--- src/rtl/arpd_pkg.sv ---
/*
 * Shared constants for the converter command link: timing counts, command
 * word layout, reset values and the host controller's register map.
 * Assumes a single 40 MHz system clock on both ends of the link.
 */
// Functional notes
// - Prefix 01, address 001 arms DAC write
// - Next word: skip two bits, load ten
// - Prefix 01, address 011 arms DAC readback
// - Next access sends 0000, DAC, 00 on A
// - Readback ignores command input, B keeps data
// - DAC level resets to 0x3FF
// - Power-down enters at twelfth falling edge
// - Clearing bit wakes; sleep keeps command bits
// - Deep or nap entry aborts running conversion
// - Deep: off within 2us, awake 1us after
// - Nap: off within 200ns, back in 3 clocks
// - Auto-nap sleeps within 200ns after each conversion
// - Auto-nap: start wakes, six clocks, 19 total
// - Address 101 resets all; link back after 500ns
// - Static input over four clocks picks input pair
// - Host holds command input static when idle
// - Mode pins pick channel source and lanes
package arpd_pkg;
	// Clock rate and printed times
	localparam int CLK_MHZ = 40;
	localparam int DEEP_ENTER_NS = 2000;
	localparam int DEEP_WAKE_NS = 1000;
	localparam int NAP_ENTER_NS = 200;
	localparam int RESET_HOLD_NS = 500;
	// Derived cycle counts: "within" rounds down, "after" rounds up
	localparam int DEEP_ENTER_CYC = DEEP_ENTER_NS * CLK_MHZ / 1000;
	localparam int DEEP_WAKE_CYC = (DEEP_WAKE_NS * CLK_MHZ + 999) / 1000;
	localparam int NAP_ENTER_CYC = NAP_ENTER_NS * CLK_MHZ / 1000;
	localparam int RESET_HOLD_CYC = (RESET_HOLD_NS * CLK_MHZ + 999) / 1000;
	// Counts in converter clocks
	localparam int NAP_WAKE_CLKS = 3;
	localparam int AN_WAKE_CLKS = 6;
	localparam int AN_CYCLE_CLKS = 19;
	localparam int CONV_CLKS = 16;
	localparam int LEGACY_CLKS = 4;
	localparam int APPLY_FALL = 12;
	localparam int ACC_FALLS = 16;
	localparam int HOST_FALLS = ACC_FALLS + 1;
	// Command word layout, sent most significant bit first
	localparam int CMD_W = 12;
	localparam int PFX_LSB = 10;
	localparam int ADDR_LSB = 7;
	localparam int DP_BIT = 4;
	localparam int NAP_BIT = 3;
	localparam int AN_BIT = 2;
	localparam int CH_LSB = 0;
	localparam logic [1:0] PFX_CFG = 2'h0;
	localparam logic [1:0] PFX_DAC = 2'h1;
	localparam logic [2:0] ADDR_CFG = 3'h0;
	localparam logic [2:0] ADDR_DAC_WR = 3'h1;
	localparam logic [2:0] ADDR_DAC_RD = 3'h3;
	localparam logic [2:0] ADDR_RESET = 3'h5;
	// Data widths and reset values
	localparam int DAC_W = 10;
	localparam int RES_W = 12;
	localparam int OUT_W = 16;
	localparam logic [9:0] DAC_RESET = 10'h3ff;
	// Host register offsets (byte addresses)
	localparam logic [7:0] REG_CTRL = 8'h00;
	localparam logic [7:0] REG_CMD = 8'h04;
	localparam logic [7:0] REG_STATUS = 8'h08;
	localparam logic [7:0] REG_RX_A = 8'h0c;
	localparam logic [7:0] REG_RX_B = 8'h10;
	localparam logic [7:0] REG_CONV = 8'h14;
endpackage

--- src/rtl/arpd_link_if.sv ---
/*
 * Serial link between host controller and converter command logic.
 * Assumes the bench resolves the channel B lane from its enable.
 */
`timescale 1ns/1ps
`default_nettype none
interface arpd_link_if;
	logic sclk; // Converter clock, made by the host
	logic rd_strobe; // Access strobe
	logic convert_start; // Conversion start
	logic serial_cmd_in; // Command bits
	logic chan_select_pin; // Manual or automatic channel choice
	logic output_lane_pin; // Both lanes or lane A only
	logic serial_out_a; // Lane A data
	logic serial_out_b; // Lane B data
	logic serial_out_b_oe; // Lane B driven
	modport device (
		input sclk, rd_strobe, convert_start, serial_cmd_in, chan_select_pin, output_lane_pin,
		output serial_out_a, serial_out_b, serial_out_b_oe
	);
	modport host (
		output sclk, rd_strobe, convert_start, serial_cmd_in, chan_select_pin, output_lane_pin,
		input serial_out_a, serial_out_b, serial_out_b_oe
	);
endinterface
`default_nettype wire

--- src/rtl/arpd_device.sv ---
/*
 * Converter command logic: serial command decode, reference level
 * register, power-down sequencing, command reset and conversion timing.
 * Assumes the host drives the link pins; all pins are synchronised here.
 */
`timescale 1ns/1ps
`default_nettype none
module arpd_device (
	// Clock and reset
	input wire logic clk_i,
	input wire logic rst_i,
	// Link to the host controller
	arpd_link_if.device link,
	// Analog core results
	input wire logic [arpd_pkg::RES_W-1:0] sample_a_i,
	input wire logic [arpd_pkg::RES_W-1:0] sample_b_i,
	// Core status
	output logic [arpd_pkg::DAC_W-1:0] ref_level_out_o,
	output logic bias_on_o,
	output logic low_power_o,
	output logic busy_o,
	output logic input_pair_o,
	output logic core_reset_o
);
	typedef enum logic [1:0] {PWR_ON, PWR_ENTER, PWR_OFF, PWR_WAKE} arpd_pwr_e;

	logic [5:0] pin_meta_reg; // First synchroniser stage
	logic [5:0] pin_sync_reg; // Second synchroniser stage
	logic sclk_prev_reg;
	logic conv_prev_reg;
	logic soft_rst_reg; // Command reset pulse
	logic [4:0] hold_cnt_reg; // Link quiet time after command reset
	logic acc_active_reg;
	logic [4:0] fall_cnt_reg;
	logic [arpd_pkg::CMD_W-1:0] cmd_shift_reg;
	logic cur_wr_reg; // This access carries DAC data
	logic cur_rd_reg; // This access is a DAC readback
	logic dac_wr_pend_reg;
	logic dac_rd_pend_reg;
	logic dp_reg;
	logic nap_reg;
	logic an_reg;
	logic [1:0] chan_reg;
	logic [arpd_pkg::DAC_W-1:0] dac_level_reg;
	logic [arpd_pkg::OUT_W-1:0] out_a_reg;
	logic [arpd_pkg::OUT_W-1:0] out_b_reg;
	logic alt_reg; // Lane A alternates channels in single-lane mode
	logic b_oe_reg;
	arpd_pwr_e pwr_state;
	logic [6:0] pwr_cnt_reg;
	logic pwr_by_fall_reg; // Wake count runs on converter clocks
	logic why_deep_reg;
	logic why_auto_reg;
	logic wake_conv_reg; // Auto-nap wake then convert
	logic conv_active_reg;
	logic [4:0] conv_cnt_reg;
	logic [2:0] leg_cnt_reg;
	logic leg_first_reg;
	logic leg_same_reg;
	logic pair_reg;
	logic [arpd_pkg::RES_W-1:0] res_a_reg;
	logic [arpd_pkg::RES_W-1:0] res_b_reg;
	logic res_pair_reg;
	logic bias_on_reg;
	logic low_power_reg;

	// Synchronised pins and their edges
	wire sclk_s = pin_sync_reg[0];
	wire rd_s = pin_sync_reg[1];
	wire conv_s = pin_sync_reg[2];
	wire sdi_s = pin_sync_reg[3];
	wire auto_s = pin_sync_reg[4];
	wire lane_s = pin_sync_reg[5];
	wire fall = sclk_prev_reg & ~sclk_s;
	wire conv_rise = conv_s & ~conv_prev_reg;
	wire core_rst = rst_i | soft_rst_reg;

	// Command decode at the twelfth falling edge
	wire acc_start = fall & ~acc_active_reg & rd_s & (hold_cnt_reg == 5'h00);
	wire apply_now = fall & acc_active_reg & (fall_cnt_reg == 5'(arpd_pkg::APPLY_FALL - 1));
	wire [arpd_pkg::CMD_W-1:0] cmd_word = {cmd_shift_reg[arpd_pkg::CMD_W-2:0], sdi_s};
	wire [1:0] pfx = cmd_word[arpd_pkg::PFX_LSB+:2];
	wire [2:0] addr = cmd_word[arpd_pkg::ADDR_LSB+:3];
	wire plain = apply_now & ~cur_rd_reg & ~cur_wr_reg;
	wire do_cfg = plain & (pfx == arpd_pkg::PFX_CFG) & (addr == arpd_pkg::ADDR_CFG);
	wire pwr_tick = pwr_by_fall_reg ? fall : 1'b1;
	wire wake_done = (pwr_state == PWR_WAKE) & pwr_tick & (pwr_cnt_reg == 7'h00);
	wire pd_req = dp_reg | nap_reg;
	wire conv_go = (conv_rise & (pwr_state == PWR_ON) & ~conv_active_reg & ~pd_req)
		| (wake_done & wake_conv_reg);
	wire conv_done = conv_active_reg & fall & (conv_cnt_reg == 5'h01);

	// Output words with channel and converter indicators
	wire [arpd_pkg::RES_W-1:0] res_sel = (lane_s & alt_reg) ? res_b_reg : res_a_reg;
	wire ind_hi = auto_s & res_pair_reg;
	wire [arpd_pkg::OUT_W-1:0] word_a = {ind_hi, lane_s & alt_reg, res_sel, 2'h0};
	wire [arpd_pkg::OUT_W-1:0] word_b = {ind_hi, 1'b0, res_b_reg, 2'h0};

	// Two-stage synchronisers and edge history
	always_ff @(posedge clk_i) begin
		if (rst_i) begin
			pin_meta_reg <= 6'h00;
			pin_sync_reg <= 6'h00;
			sclk_prev_reg <= 1'b0;
			conv_prev_reg <= 1'b0;
		end else begin
			pin_meta_reg <= {link.output_lane_pin, link.chan_select_pin, link.serial_cmd_in,
				link.convert_start, link.rd_strobe, link.sclk};
			pin_sync_reg <= pin_meta_reg;
			sclk_prev_reg <= sclk_s;
			conv_prev_reg <= conv_s;
		end
	end

	// Command reset and the quiet time that follows it
	always_ff @(posedge clk_i) begin
		if (rst_i) begin
			soft_rst_reg <= 1'b0;
			hold_cnt_reg <= 5'h00;
		end else begin
			soft_rst_reg <= plain & (addr == arpd_pkg::ADDR_RESET);
			if (soft_rst_reg) begin
				hold_cnt_reg <= 5'(arpd_pkg::RESET_HOLD_CYC);
			end else if (hold_cnt_reg != 5'h00) begin
				hold_cnt_reg <= hold_cnt_reg - 5'h01;
			end
		end
	end

	// Access framing: bits taken on falling converter clock edges
	always_ff @(posedge clk_i) begin
		if (core_rst) begin
			acc_active_reg <= 1'b0;
			fall_cnt_reg <= 5'h00;
			cmd_shift_reg <= 12'h000;
			cur_wr_reg <= 1'b0;
			cur_rd_reg <= 1'b0;
		end else if (acc_start) begin
			acc_active_reg <= 1'b1;
			fall_cnt_reg <= 5'h01;
			cmd_shift_reg <= {11'h000, sdi_s};
			cur_wr_reg <= dac_wr_pend_reg;
			cur_rd_reg <= dac_rd_pend_reg;
		end else if (fall & acc_active_reg) begin
			fall_cnt_reg <= fall_cnt_reg + 5'h01;
			cmd_shift_reg <= cmd_word;
			if (fall_cnt_reg == 5'(arpd_pkg::ACC_FALLS - 1)) begin
				acc_active_reg <= 1'b0;
			end
		end
	end

	// Two-access sequences armed by a DAC command
	always_ff @(posedge clk_i) begin
		if (core_rst) begin
			dac_wr_pend_reg <= 1'b0;
			dac_rd_pend_reg <= 1'b0;
		end else if (acc_start) begin
			dac_wr_pend_reg <= 1'b0;
			dac_rd_pend_reg <= 1'b0;
		end else if (plain & (pfx == arpd_pkg::PFX_DAC)) begin
			dac_wr_pend_reg <= (addr == arpd_pkg::ADDR_DAC_WR);
			dac_rd_pend_reg <= (addr == arpd_pkg::ADDR_DAC_RD);
		end
	end

	// Command register bits, applied only once the word is whole
	always_ff @(posedge clk_i) begin
		if (core_rst) begin
			dp_reg <= 1'b0;
			nap_reg <= 1'b0;
			an_reg <= 1'b0;
			chan_reg <= 2'h0;
		end else if (do_cfg) begin
			dp_reg <= cmd_word[arpd_pkg::DP_BIT];
			nap_reg <= cmd_word[arpd_pkg::NAP_BIT];
			an_reg <= cmd_word[arpd_pkg::AN_BIT];
			chan_reg <= cmd_word[arpd_pkg::CH_LSB+:2];
		end
	end

	// Reference level register
	always_ff @(posedge clk_i) begin
		if (core_rst) begin
			dac_level_reg <= arpd_pkg::DAC_RESET;
		end else if (apply_now & cur_wr_reg) begin
			dac_level_reg <= cmd_word[arpd_pkg::DAC_W-1:0];
		end
	end

	// Output lanes, loaded at access start and shifted per falling edge
	always_ff @(posedge clk_i) begin
		if (core_rst) begin
			out_a_reg <= 16'h0000;
			out_b_reg <= 16'h0000;
			alt_reg <= 1'b0;
			b_oe_reg <= 1'b0;
		end else begin
			b_oe_reg <= ~lane_s;
			if (acc_start) begin
				// Readback replaces lane A; lane B keeps conversion data
				out_a_reg <= dac_rd_pend_reg ? {4'h0, dac_level_reg, 2'h0} : word_a;
				out_b_reg <= word_b;
				alt_reg <= (lane_s & ~dac_rd_pend_reg) ? ~alt_reg : alt_reg;
			end else if (fall & acc_active_reg) begin
				out_a_reg <= {out_a_reg[arpd_pkg::OUT_W-2:0], 1'b0};
				out_b_reg <= {out_b_reg[arpd_pkg::OUT_W-2:0], 1'b0};
			end
		end
	end

	// Power sequencing; sleeping never touches the command bits
	always_ff @(posedge clk_i) begin
		if (core_rst) begin
			pwr_state <= PWR_ON;
			pwr_cnt_reg <= 7'h00;
			pwr_by_fall_reg <= 1'b0;
			why_deep_reg <= 1'b0;
			why_auto_reg <= 1'b0;
			wake_conv_reg <= 1'b0;
		end else begin
			case (pwr_state)
				PWR_ON: begin
					wake_conv_reg <= 1'b0;
					if (pd_req) begin
						pwr_state <= PWR_ENTER;
						why_deep_reg <= dp_reg;
						why_auto_reg <= 1'b0;
						pwr_cnt_reg <= dp_reg ? 7'(arpd_pkg::DEEP_ENTER_CYC - 1)
							: 7'(arpd_pkg::NAP_ENTER_CYC - 1);
					end else if (conv_done & an_reg) begin
						pwr_state <= PWR_ENTER;
						why_deep_reg <= 1'b0;
						why_auto_reg <= 1'b1;
						pwr_cnt_reg <= 7'(arpd_pkg::NAP_ENTER_CYC - 1);
					end
				end
				PWR_ENTER: begin
					if (pwr_cnt_reg == 7'h00) begin
						pwr_state <= PWR_OFF;
					end else begin
						pwr_cnt_reg <= pwr_cnt_reg - 7'h01;
					end
				end
				PWR_OFF: begin
					pwr_by_fall_reg <= 1'b1;
					if (why_deep_reg & ~dp_reg) begin
						pwr_state <= PWR_WAKE;
						pwr_by_fall_reg <= 1'b0;
						pwr_cnt_reg <= 7'(arpd_pkg::DEEP_WAKE_CYC - 1);
					end else if (~why_deep_reg & ~why_auto_reg & ~nap_reg) begin
						pwr_state <= PWR_WAKE;
						pwr_cnt_reg <= 7'(arpd_pkg::NAP_WAKE_CLKS - 1);
					end else if (why_auto_reg & (conv_rise | ~an_reg)) begin
						pwr_state <= PWR_WAKE;
						wake_conv_reg <= conv_rise;
						pwr_cnt_reg <= conv_rise ? 7'(arpd_pkg::AN_WAKE_CLKS - 1)
							: 7'(arpd_pkg::NAP_WAKE_CLKS - 1);
					end
				end
				PWR_WAKE: begin
					if (wake_done) begin
						pwr_state <= PWR_ON;
					end else if (pwr_tick) begin
						pwr_cnt_reg <= pwr_cnt_reg - 7'h01;
					end
				end
				default: pwr_state <= PWR_ON;
			endcase
		end
	end

	// Conversion timer, aborted by deep or nap entry
	always_ff @(posedge clk_i) begin
		if (core_rst) begin
			conv_active_reg <= 1'b0;
			conv_cnt_reg <= 5'h00;
		end else if ((pwr_state == PWR_ON) & pd_req) begin
			conv_active_reg <= 1'b0;
		end else if (conv_go) begin
			conv_active_reg <= 1'b1;
			conv_cnt_reg <= wake_conv_reg
				? 5'(arpd_pkg::AN_CYCLE_CLKS - arpd_pkg::AN_WAKE_CLKS)
				: 5'(arpd_pkg::CONV_CLKS);
		end else if (conv_done) begin
			conv_active_reg <= 1'b0;
		end else if (conv_active_reg & fall) begin
			conv_cnt_reg <= conv_cnt_reg - 5'h01;
		end
	end

	// Input pair choice: legacy static input, command bits or automatic
	always_ff @(posedge clk_i) begin
		if (core_rst) begin
			leg_cnt_reg <= 3'h0;
			leg_first_reg <= 1'b0;
			leg_same_reg <= 1'b0;
			pair_reg <= 1'b0;
		end else if (conv_go) begin
			leg_cnt_reg <= 3'(arpd_pkg::LEGACY_CLKS);
			leg_first_reg <= sdi_s;
			leg_same_reg <= 1'b1;
		end else if (fall & (leg_cnt_reg != 3'h0)) begin
			leg_cnt_reg <= leg_cnt_reg - 3'h1;
			leg_same_reg <= leg_same_reg & (sdi_s == leg_first_reg);
			if ((leg_cnt_reg == 3'h1) & ~auto_s) begin
				// A static input overrides the command channel bits
				pair_reg <= (leg_same_reg & (sdi_s == leg_first_reg))
					? leg_first_reg : chan_reg[0];
			end
		end else if (conv_done & auto_s) begin
			pair_reg <= ~pair_reg;
		end
	end

	// Results captured at the end of each conversion
	always_ff @(posedge clk_i) begin
		if (core_rst) begin
			res_a_reg <= 12'h000;
			res_b_reg <= 12'h000;
			res_pair_reg <= 1'b0;
		end else if (conv_done) begin
			res_a_reg <= sample_a_i;
			res_b_reg <= sample_b_i;
			res_pair_reg <= pair_reg;
		end
	end

	// Registered power status
	always_ff @(posedge clk_i) begin
		if (core_rst) begin
			bias_on_reg <= 1'b1;
			low_power_reg <= 1'b0;
		end else begin
			bias_on_reg <= (pwr_state != PWR_OFF);
			low_power_reg <= (pwr_state == PWR_OFF);
		end
	end

	// Ports straight from flip-flops
	assign link.serial_out_a = out_a_reg[arpd_pkg::OUT_W-1];
	assign link.serial_out_b = out_b_reg[arpd_pkg::OUT_W-1];
	assign link.serial_out_b_oe = b_oe_reg;
	assign ref_level_out_o = dac_level_reg;
	assign bias_on_o = bias_on_reg;
	assign low_power_o = low_power_reg;
	assign busy_o = conv_active_reg;
	assign input_pair_o = pair_reg;
	assign core_reset_o = soft_rst_reg;
endmodule
`default_nettype wire

--- src/flat_wrapper.sv ---
// flat-port wrapper written by rule: the top's interface ports become plain ports
module arpd_device_flat 
  (clk_i, rst_i, sample_a_i, sample_b_i, ref_level_out_o, bias_on_o, low_power_o, busy_o, input_pair_o, core_reset_o, link_sclk, link_rd_strobe, link_convert_start, link_serial_cmd_in, link_chan_select_pin, link_output_lane_pin, link_serial_out_a, link_serial_out_b, link_serial_out_b_oe);
  arpd_link_if link_i ();
  input wire logic clk_i;
  input wire logic rst_i;
  input wire logic [arpd_pkg::RES_W-1:0] sample_a_i;
  input wire logic [arpd_pkg::RES_W-1:0] sample_b_i;
  output logic [arpd_pkg::DAC_W-1:0] ref_level_out_o;
  output logic bias_on_o;
  output logic low_power_o;
  output logic busy_o;
  output logic input_pair_o;
  output logic core_reset_o;
  input wire logic [$bits(link_i.sclk)-1:0] link_sclk;
  input wire logic [$bits(link_i.rd_strobe)-1:0] link_rd_strobe;
  input wire logic [$bits(link_i.convert_start)-1:0] link_convert_start;
  input wire logic [$bits(link_i.serial_cmd_in)-1:0] link_serial_cmd_in;
  input wire logic [$bits(link_i.chan_select_pin)-1:0] link_chan_select_pin;
  input wire logic [$bits(link_i.output_lane_pin)-1:0] link_output_lane_pin;
  output wire logic [$bits(link_i.serial_out_a)-1:0] link_serial_out_a;
  output wire logic [$bits(link_i.serial_out_b)-1:0] link_serial_out_b;
  output wire logic [$bits(link_i.serial_out_b_oe)-1:0] link_serial_out_b_oe;
  assign link_i.sclk = link_sclk;
  assign link_i.rd_strobe = link_rd_strobe;
  assign link_i.convert_start = link_convert_start;
  assign link_i.serial_cmd_in = link_serial_cmd_in;
  assign link_i.chan_select_pin = link_chan_select_pin;
  assign link_i.output_lane_pin = link_output_lane_pin;
  assign link_serial_out_a = link_i.serial_out_a;
  assign link_serial_out_b = link_i.serial_out_b;
  assign link_serial_out_b_oe = link_i.serial_out_b_oe;
  arpd_device u_core (.clk_i(clk_i), .rst_i(rst_i), .link(link_i), .sample_a_i(sample_a_i), .sample_b_i(sample_b_i), .ref_level_out_o(ref_level_out_o), .bias_on_o(bias_on_o), .low_power_o(low_power_o), .busy_o(busy_o), .input_pair_o(input_pair_o), .core_reset_o(core_reset_o));
endmodule
--- config.mk ---
export PLATFORM = sky130hd
export DESIGN_NAME = arpd_device_flat
export DESIGN_NICKNAME = d
export VERILOG_FILES = /design/src/rtl/arpd_pkg.sv /design/src/rtl/arpd_link_if.sv /design/src/rtl/arpd_device.sv /design/src/flat_wrapper.sv
export SDC_FILE = /design/constraint.sdc
export NUM_CORES = 1
export LEC_CHECK = 0
export BUFFER_PORTS_ARGS = -buffer_cell sky130_fd_sc_hd__buf_2
export CAP_MARGIN = 20
export CORE_AREA = 2 2 122 124
export DETAILED_ROUTE_END_ITERATION = 7
export DIE_AREA = 0 0 124 126
export HOLD_SLACK_MARGIN = 0.1
export PLACE_DENSITY = 0.63
export SYNTH_ARGS = -nofsm -noshare
export SYNTH_HDL_FRONTEND = slang
export SYNTH_SLANG_ARGS = --single-unit
--- constraint.sdc ---
create_clock -name clk_i -period 1.86 [get_ports clk_i]
set_input_delay 0.186 -clock clk_i [delete_from_list [all_inputs] [get_ports clk_i]]
set_output_delay 0.186 -clock clk_i [all_outputs]
set_load 0.005 [all_outputs]
==> results of run 1 <==
## synthesized netlist by cell type (3+ instances only)
master,n,area (sq um)
nor3b_1,3,22.5
or3_2,3,22.5
nand3b_1,3,22.5
dfxtp_1,137,2740
buf_6,3,33.8
ha_1,14,175
xnor2_1,7,61.3
o21ai_0,13,65.1
nor2_1,46,173
nand3_1,26,130
o22ai_1,4,25.0
a311oi_1,22,193
nor3_1,14,70.1
a21o_1,3,22.5
or3_1,7,43.8
clkbuf_1,28,105
nor4_1,3,18.8
mux2i_1,22,220
inv_1,16,60.1
a211oi_1,13,97.6
a32o_1,3,30.0
a21oi_1,82,410
and3b_1,3,26.3
nor2b_1,16,100
nand4_1,3,18.8
buf_2,7,35.0
buf_1,8,30.0
nand2_1,164,616
## where the power goes
| group | internal (mW) | switching, mW | leakage [nW] |
|---|---|---|---|
| logic | 0.934 | 0.871 | 1.70 |
| registers | 3.06 | 0.113 | 1.11 |
| clock network | 1.99 | 1.29 | 0.274 |
| total | 5.98 | 2.28 | 3.09 |
## metal layers
| metal | up-vias | global-route usage (%) | routed length (um) |
|---|---|---|---|
| met3 | 37 | 5.93 | 682 |
| met4 | 0 | 8.39 | 468 |
| met2 | 145 | 35.7 | 8290 |
| met5 | - | 0 | 0 |
| li1 | 2774 | - | - |
| met1 | 2663 | 26.1 | 7300 |
## stage by stage
stage,instance area (sq um),setup slack [ns],hold WS [ns],utilization (%),instances
2_1_floorplan,6040,0.00511,0.258,-,722
3_3_place_gp,6830,-0.0579,0.400,47.7,970
3_5_place_dp,6830,-0.118,0.407,47.7,970
4_1_cts,7790,-0.0453,0.177,54.4,1035
5_1_grt,8150,-0.0885,0.214,56.9,1047
6_report,8150,-0.0302,0.188,56.9,1047
## placed cells by master (no fill, tap or decap), types with 6 or more instances in the layout
| cell type | n |
|---|---|
| a211oi_1 | 6 |
| a211oi_2 | 8 |
| a21oi_1 | 75 |
| a21oi_2 | 7 |
| a311oi_1 | 21 |
| buf_2 | 49 |
| buf_4 | 65 |
| clkbuf_16 | 19 |
| clkinv_2 | 6 |
| dfxtp_1 | 130 |
| dlygate4sd3_1 | 30 |
| ha_1 | 10 |
| inv_1 | 10 |
| mux2i_1 | 22 |
| nand2_1 | 163 |
| nand3_1 | 22 |
| nor2_1 | 44 |
| nor2b_1 | 16 |
| nor3_1 | 10 |
| o21ai_0 | 8 |
| or3_1 | 7 |
| xnor2_1 | 7 |
## how the worst min path moves through the flow
stage | slack [ns] | cells past startpoint | end
after floorplan | 0.26 | 1 | u_core.conv_prev_reg
after global placement | 0.40 | 2 | u_core.pin_meta_reg[1]
after detailed placement | 0.41 | 2 | u_core.pin_meta_reg[4]
after CTS | 0.18 | 3 | u_core.pin_sync_reg[1]
after global routing | 0.21 | 3 | u_core.pin_meta_reg[1]
final | 0.19 | 3 | u_core.pin_sync_reg[1]
## what timing repair did
item	4_1_cts	5_1_grt
pin swaps	12	28
buffers inserted	3	10
endpoints found under the setup margin	13	79
gates cloned	0	2
hold endpoints to repair	30	0
gates resized for setup	18	59
hold buffers	30	0
## critical path, cell delays in order (launching register included)
cell and delay [ns]:
dfxtp_4 0.36, inv_4 0.07, ha_4 0.12, or3b_4 0.37, a41o_1 0.24, o211ai_1 0.21, buf_4 0.20, nor4_2 0.04
nor3_1 0.17
## area by class of cell
cell class	instances	area (sq um)	share of cell area (%)
multi-input cells	522	3280	40.2
flip-flops and latches	137	2760	33.8
repair buffers	156	1240	15.3
clock buffers	19	443	5.44
well taps	184	230	2.83
clock inverters	13	129	1.58
inverters	16	65.1	0.799
## cells by family after synthesis
| kind of cell | after synthesis | share of synthesized area, % |
|---|---|---|
| AOI/OAI and AO/OA | 160 | 17.2 |
| xor gates and xnor gates | 9 | 1.31 |
| adders and majority gates | 14 | 2.91 |
| buffers and inverters | 63 | 4.51 |
| DFF | 137 | 45.6 |
| muxes | 24 | 4.03 |
| and+or+nand+nor | 315 | 24.5 |
==> flow_summary.toml, run 1 <==
[outcome]
status = "complete, but fails checks"
violations = "negative setup slack"

[timing]
period_share_pct = 102
worst-slew-pin-transition_ns = 0.538
rsz0062_at_grt = "true"
slew-limit-headroom_pct = 64.0
hold_violations = 0
fin_ws_ns = -0.0302
setup_violations = 2
finalMaxSlewViolations = 0
fin_worst_skew_ns = 0.00735
fmax_ghz = 0.529
final.setup.tns_ns = -0.0392
period_minus_slack_ns = 1.89

[clock_network]
clk_pin_slew_ns = 0.06
numCtsBuffers = 17
htree_levels = 4
clock_path_buffers = 2
clock_latency_ns = 0.42
clock_sinks = 137
root_buffer = "clkbuf_16"
cts_tree = "built"

[synth]
syn_nets = 768
synth.avg_cell_area_sq_um = 8.34
synth_cell_types = 64
synth_edf_count = 0
ys.warnings.count = 0
ys_seq_elements = 137
synthArstFlopShare_pct = 0
yosysSeqAreaShare_pct = 45.6
synth_ff_type = "dfxtp_1"
syn_area_sq_um = 6020
syn_inst = 722

[detailed_routing]
drc_errors = 0
vias = 5619
viasPerCell = 5.37
dr.pass1.iters = 5
wl_per_cell_um = 16.0
wirelength_um = 16700
antenna_left = 0
drt-initial-drc-count = 425

[worst_setup_path]
r2r_start = "u_core.pwr_state[1]"
crit_path_end_kind = "flip-flop"
path_max_fanout = 4
ff2ff_path_depth = 8
critPathCapture = "u_core.pwr_state[0]"
critPathArrivalTime_ns = 2.21
critPathLaunchType = "flip-flop"
critical_path.startpoint = "u_core.pwr_state[1]"
crit_required_ns = 2.18
r2r_slack_ns = -0.03
reg2reg_to = "u_core.pwr_state[0]"
crit_type = "flip-flop to flip-flop"

[pwr]
p_per_area_nw_per_um2 = 1010
vdd_drop_max_v = 0.000997
leakagePower_nw = 3.09
finalPower_mw = 8.26

[finish]
fillCellCount = 1251
area_growth_syn_to_layout_pct = 35.3
layout.nets = 896
drive_above_1_share_pct = 27.0
insertedDiodeCount = 0

[global_routing]
grt_pass1_wl_um = 26200
grt_remaining_overflow = 0
grt_max_degree = 37
antenna_found_initial = 0
grt_pass1_vias = 5487
grtUsageTotal_pct = 21.5

[min_path]
holdCritStartpoint = "rst_i"
worstHoldPathType = "input pin to flip-flop"

[floorplan]
die_area_sq_um = 15600
die_h_um = 126
core_sq_um = 14300
fp.dieW_um = 124
start_util_pct = 42.0
num_rows = 44
io_pins = 50

[place]
detailed_place_hpwl_um = 11000
port_buffers = 49
place_congestion = 0.851

[flow_run]
maxCapViolCount = 0
Note: power is estimated with default switching activity, not from simulation.
==> run 2: changes to the inputs <==
==> constraint.sdc (replaced) <==
create_clock -name clk_i -period 1.86 [get_ports clk_i]
set_input_delay 0.558 -clock clk_i [delete_from_list [all_inputs] [get_ports clk_i]]
set_output_delay 0.558 -clock clk_i [all_outputs]
set_load 0.005 [all_outputs]
==> flow_summary.toml, run 2 (synthesis results as in run 1) <==
[floorplan]
die_h_um = 126
fp.dieW_um = 124
io_pins = 50
num_rows = 44
core_sq_um = 14300
die_area_sq_um = 15600
start_util_pct = 42.0

[pwr]
finalPower_mw = 8.49
p_per_area_nw_per_um2 = 1070
vdd_drop_max_v = 0.000965
leakagePower_nw = 2.99

[clock_network]
clk_pin_slew_ns = 0.06
root_buffer = "clkbuf_16"
clock_latency_ns = 0.42
cts_tree = "built"
clock_sinks = 137
clock_path_buffers = 2
htree_levels = 4
hold_buffers = 0
numCtsBuffers = 17

[timing]
hold_violations = 0
fmax_ghz = 0.533
period_minus_slack_ns = 1.88
hold_slack_ns = 0.347
slew-limit-headroom_pct = 67.6
period_share_pct = 101
worst-slew-pin-transition_ns = 0.485
finalMaxSlewViolations = 0
setup_violations = 3
fin_ws_ns = -0.0159
rsz0062_at_grt = "true"
fin_worst_skew_ns = 0.00584

[detailed_routing]
viasPerCell = 5.45
wirelength_um = 16700
drc_errors = 0
dr.pass1.iters = 4
drt-initial-drc-count = 365
antenna_left = 0
vias = 5555
wl_per_cell_um = 16.4

[min_path]
holdCritStartpoint = "link_rd_strobe"
worstHoldPathType = "input pin to flip-flop"

[finish]
area_growth_syn_to_layout_pct = 31.4
regArea_sq_um = 2760
layout.nets = 870
drive_above_1_share_pct = 27.6
final_common_cell = "nand2_1"
final_core_util_pct = 55.2
layout_common_cells = "nand2_1 (163), dfxtp_1 (131), a21oi_1 (75)"
multi_input_area_sq_um = 3280
insertedDiodeCount = 0
fillCellCount = 1326

[worst_setup_path]
crit_path_end_kind = "flip-flop"
r2r_slack_ns = -0.02
critical_path.startpoint = "u_core.pwr_state[1]"
r2r_start = "u_core.pwr_state[1]"
crit_required_ns = 2.17
crit_type = "flip-flop to flip-flop"
critPathLaunchType = "flip-flop"
critPathArrivalTime_ns = 2.18
path_max_fanout = 4

[flow_run]
maxCapViolCount = 0

[global_routing]
grt_pass1_wl_um = 25800
grt_pass1_vias = 5425
grt_remaining_overflow = 0
grtUsageTotal_pct = 21.1
grt_max_degree = 47
antenna_found_initial = 0

[place]
place_worst_setup_slack_ns = -0.133
detailed_place_hpwl_um = 11100
place_congestion = 0.825
port_buffers = 49

[outcome]
violations = "negative setup slack"
status = "complete, but fails checks"
[run 2: where the power goes]
group / total [mW] / internal (mW) / switching, mW
logic: 1.79 / 0.896 / 0.892
clock network: 3.53 / 2.26 / 1.27
registers: 3.16 / 3.06 / 0.106
total: 8.49 / 6.22 / 2.27
[run 2: timing repair]
| item | CTS | global route |
|---|---|---|
| resized for setup | 14 | 58 |
| setup buffers | 3 | 10 |
| pin swaps | 3 | 17 |
| setup endpoints to repair | 19 | 63 |
| cloned | 0 | 3 |
[run 2: final cells by class]
cell class	count	area share [%]
inverters	16	0.823
well taps	184	2.91
repair buffers	130	12.2
clock buffers	19	5.60
multi-input cells	522	41.4
flip-flops and latches	137	34.8
clock inverters	12	2.22
[run 2: stage by stage]
step | TNS [ns] | area [sq um] | cells
global placement | -0.279 | 6830 | 973
CTS | -0.00317 | 7510 | 1007
floorplan | 0 | 6040 | 722
detailed placement | -0.725 | 6830 | 973
global route | -0.791 | 7910 | 1020
finish | -0.0261 | 7910 | 1020
[run 2: per-layer routing]
layer	share of wire [%]	vias up	routed length [um]	GRT usage [%]
met2	51	143	8510	37.2
met4	1.8	0	298	7.40
met1	42	2674	7030	24.5
li1	-	2715	-	-
met5	0	-	0	0
met3	5.1	23	853	5.16
[run 2: critical path, stage by stage, from the launching register on]
cell,delay (ns)
dfxtp_4,0.36
inv_4,0.07
ha_4,0.12
or3b_4,0.37
a41o_1,0.24
o211ai_1,0.16
buf_4,0.19
nor2_4,0.04
a32o_1,0.22
[run 2: final timing paths]
check                            to  depth (start not counted)
max           u_core.pwr_cnt_reg[5]                          8
min          u_core.pin_meta_reg[1]                          2
max reg2reg   u_core.pwr_cnt_reg[5]                          8
min reg2reg  u_core.pin_sync_reg[4]                          1
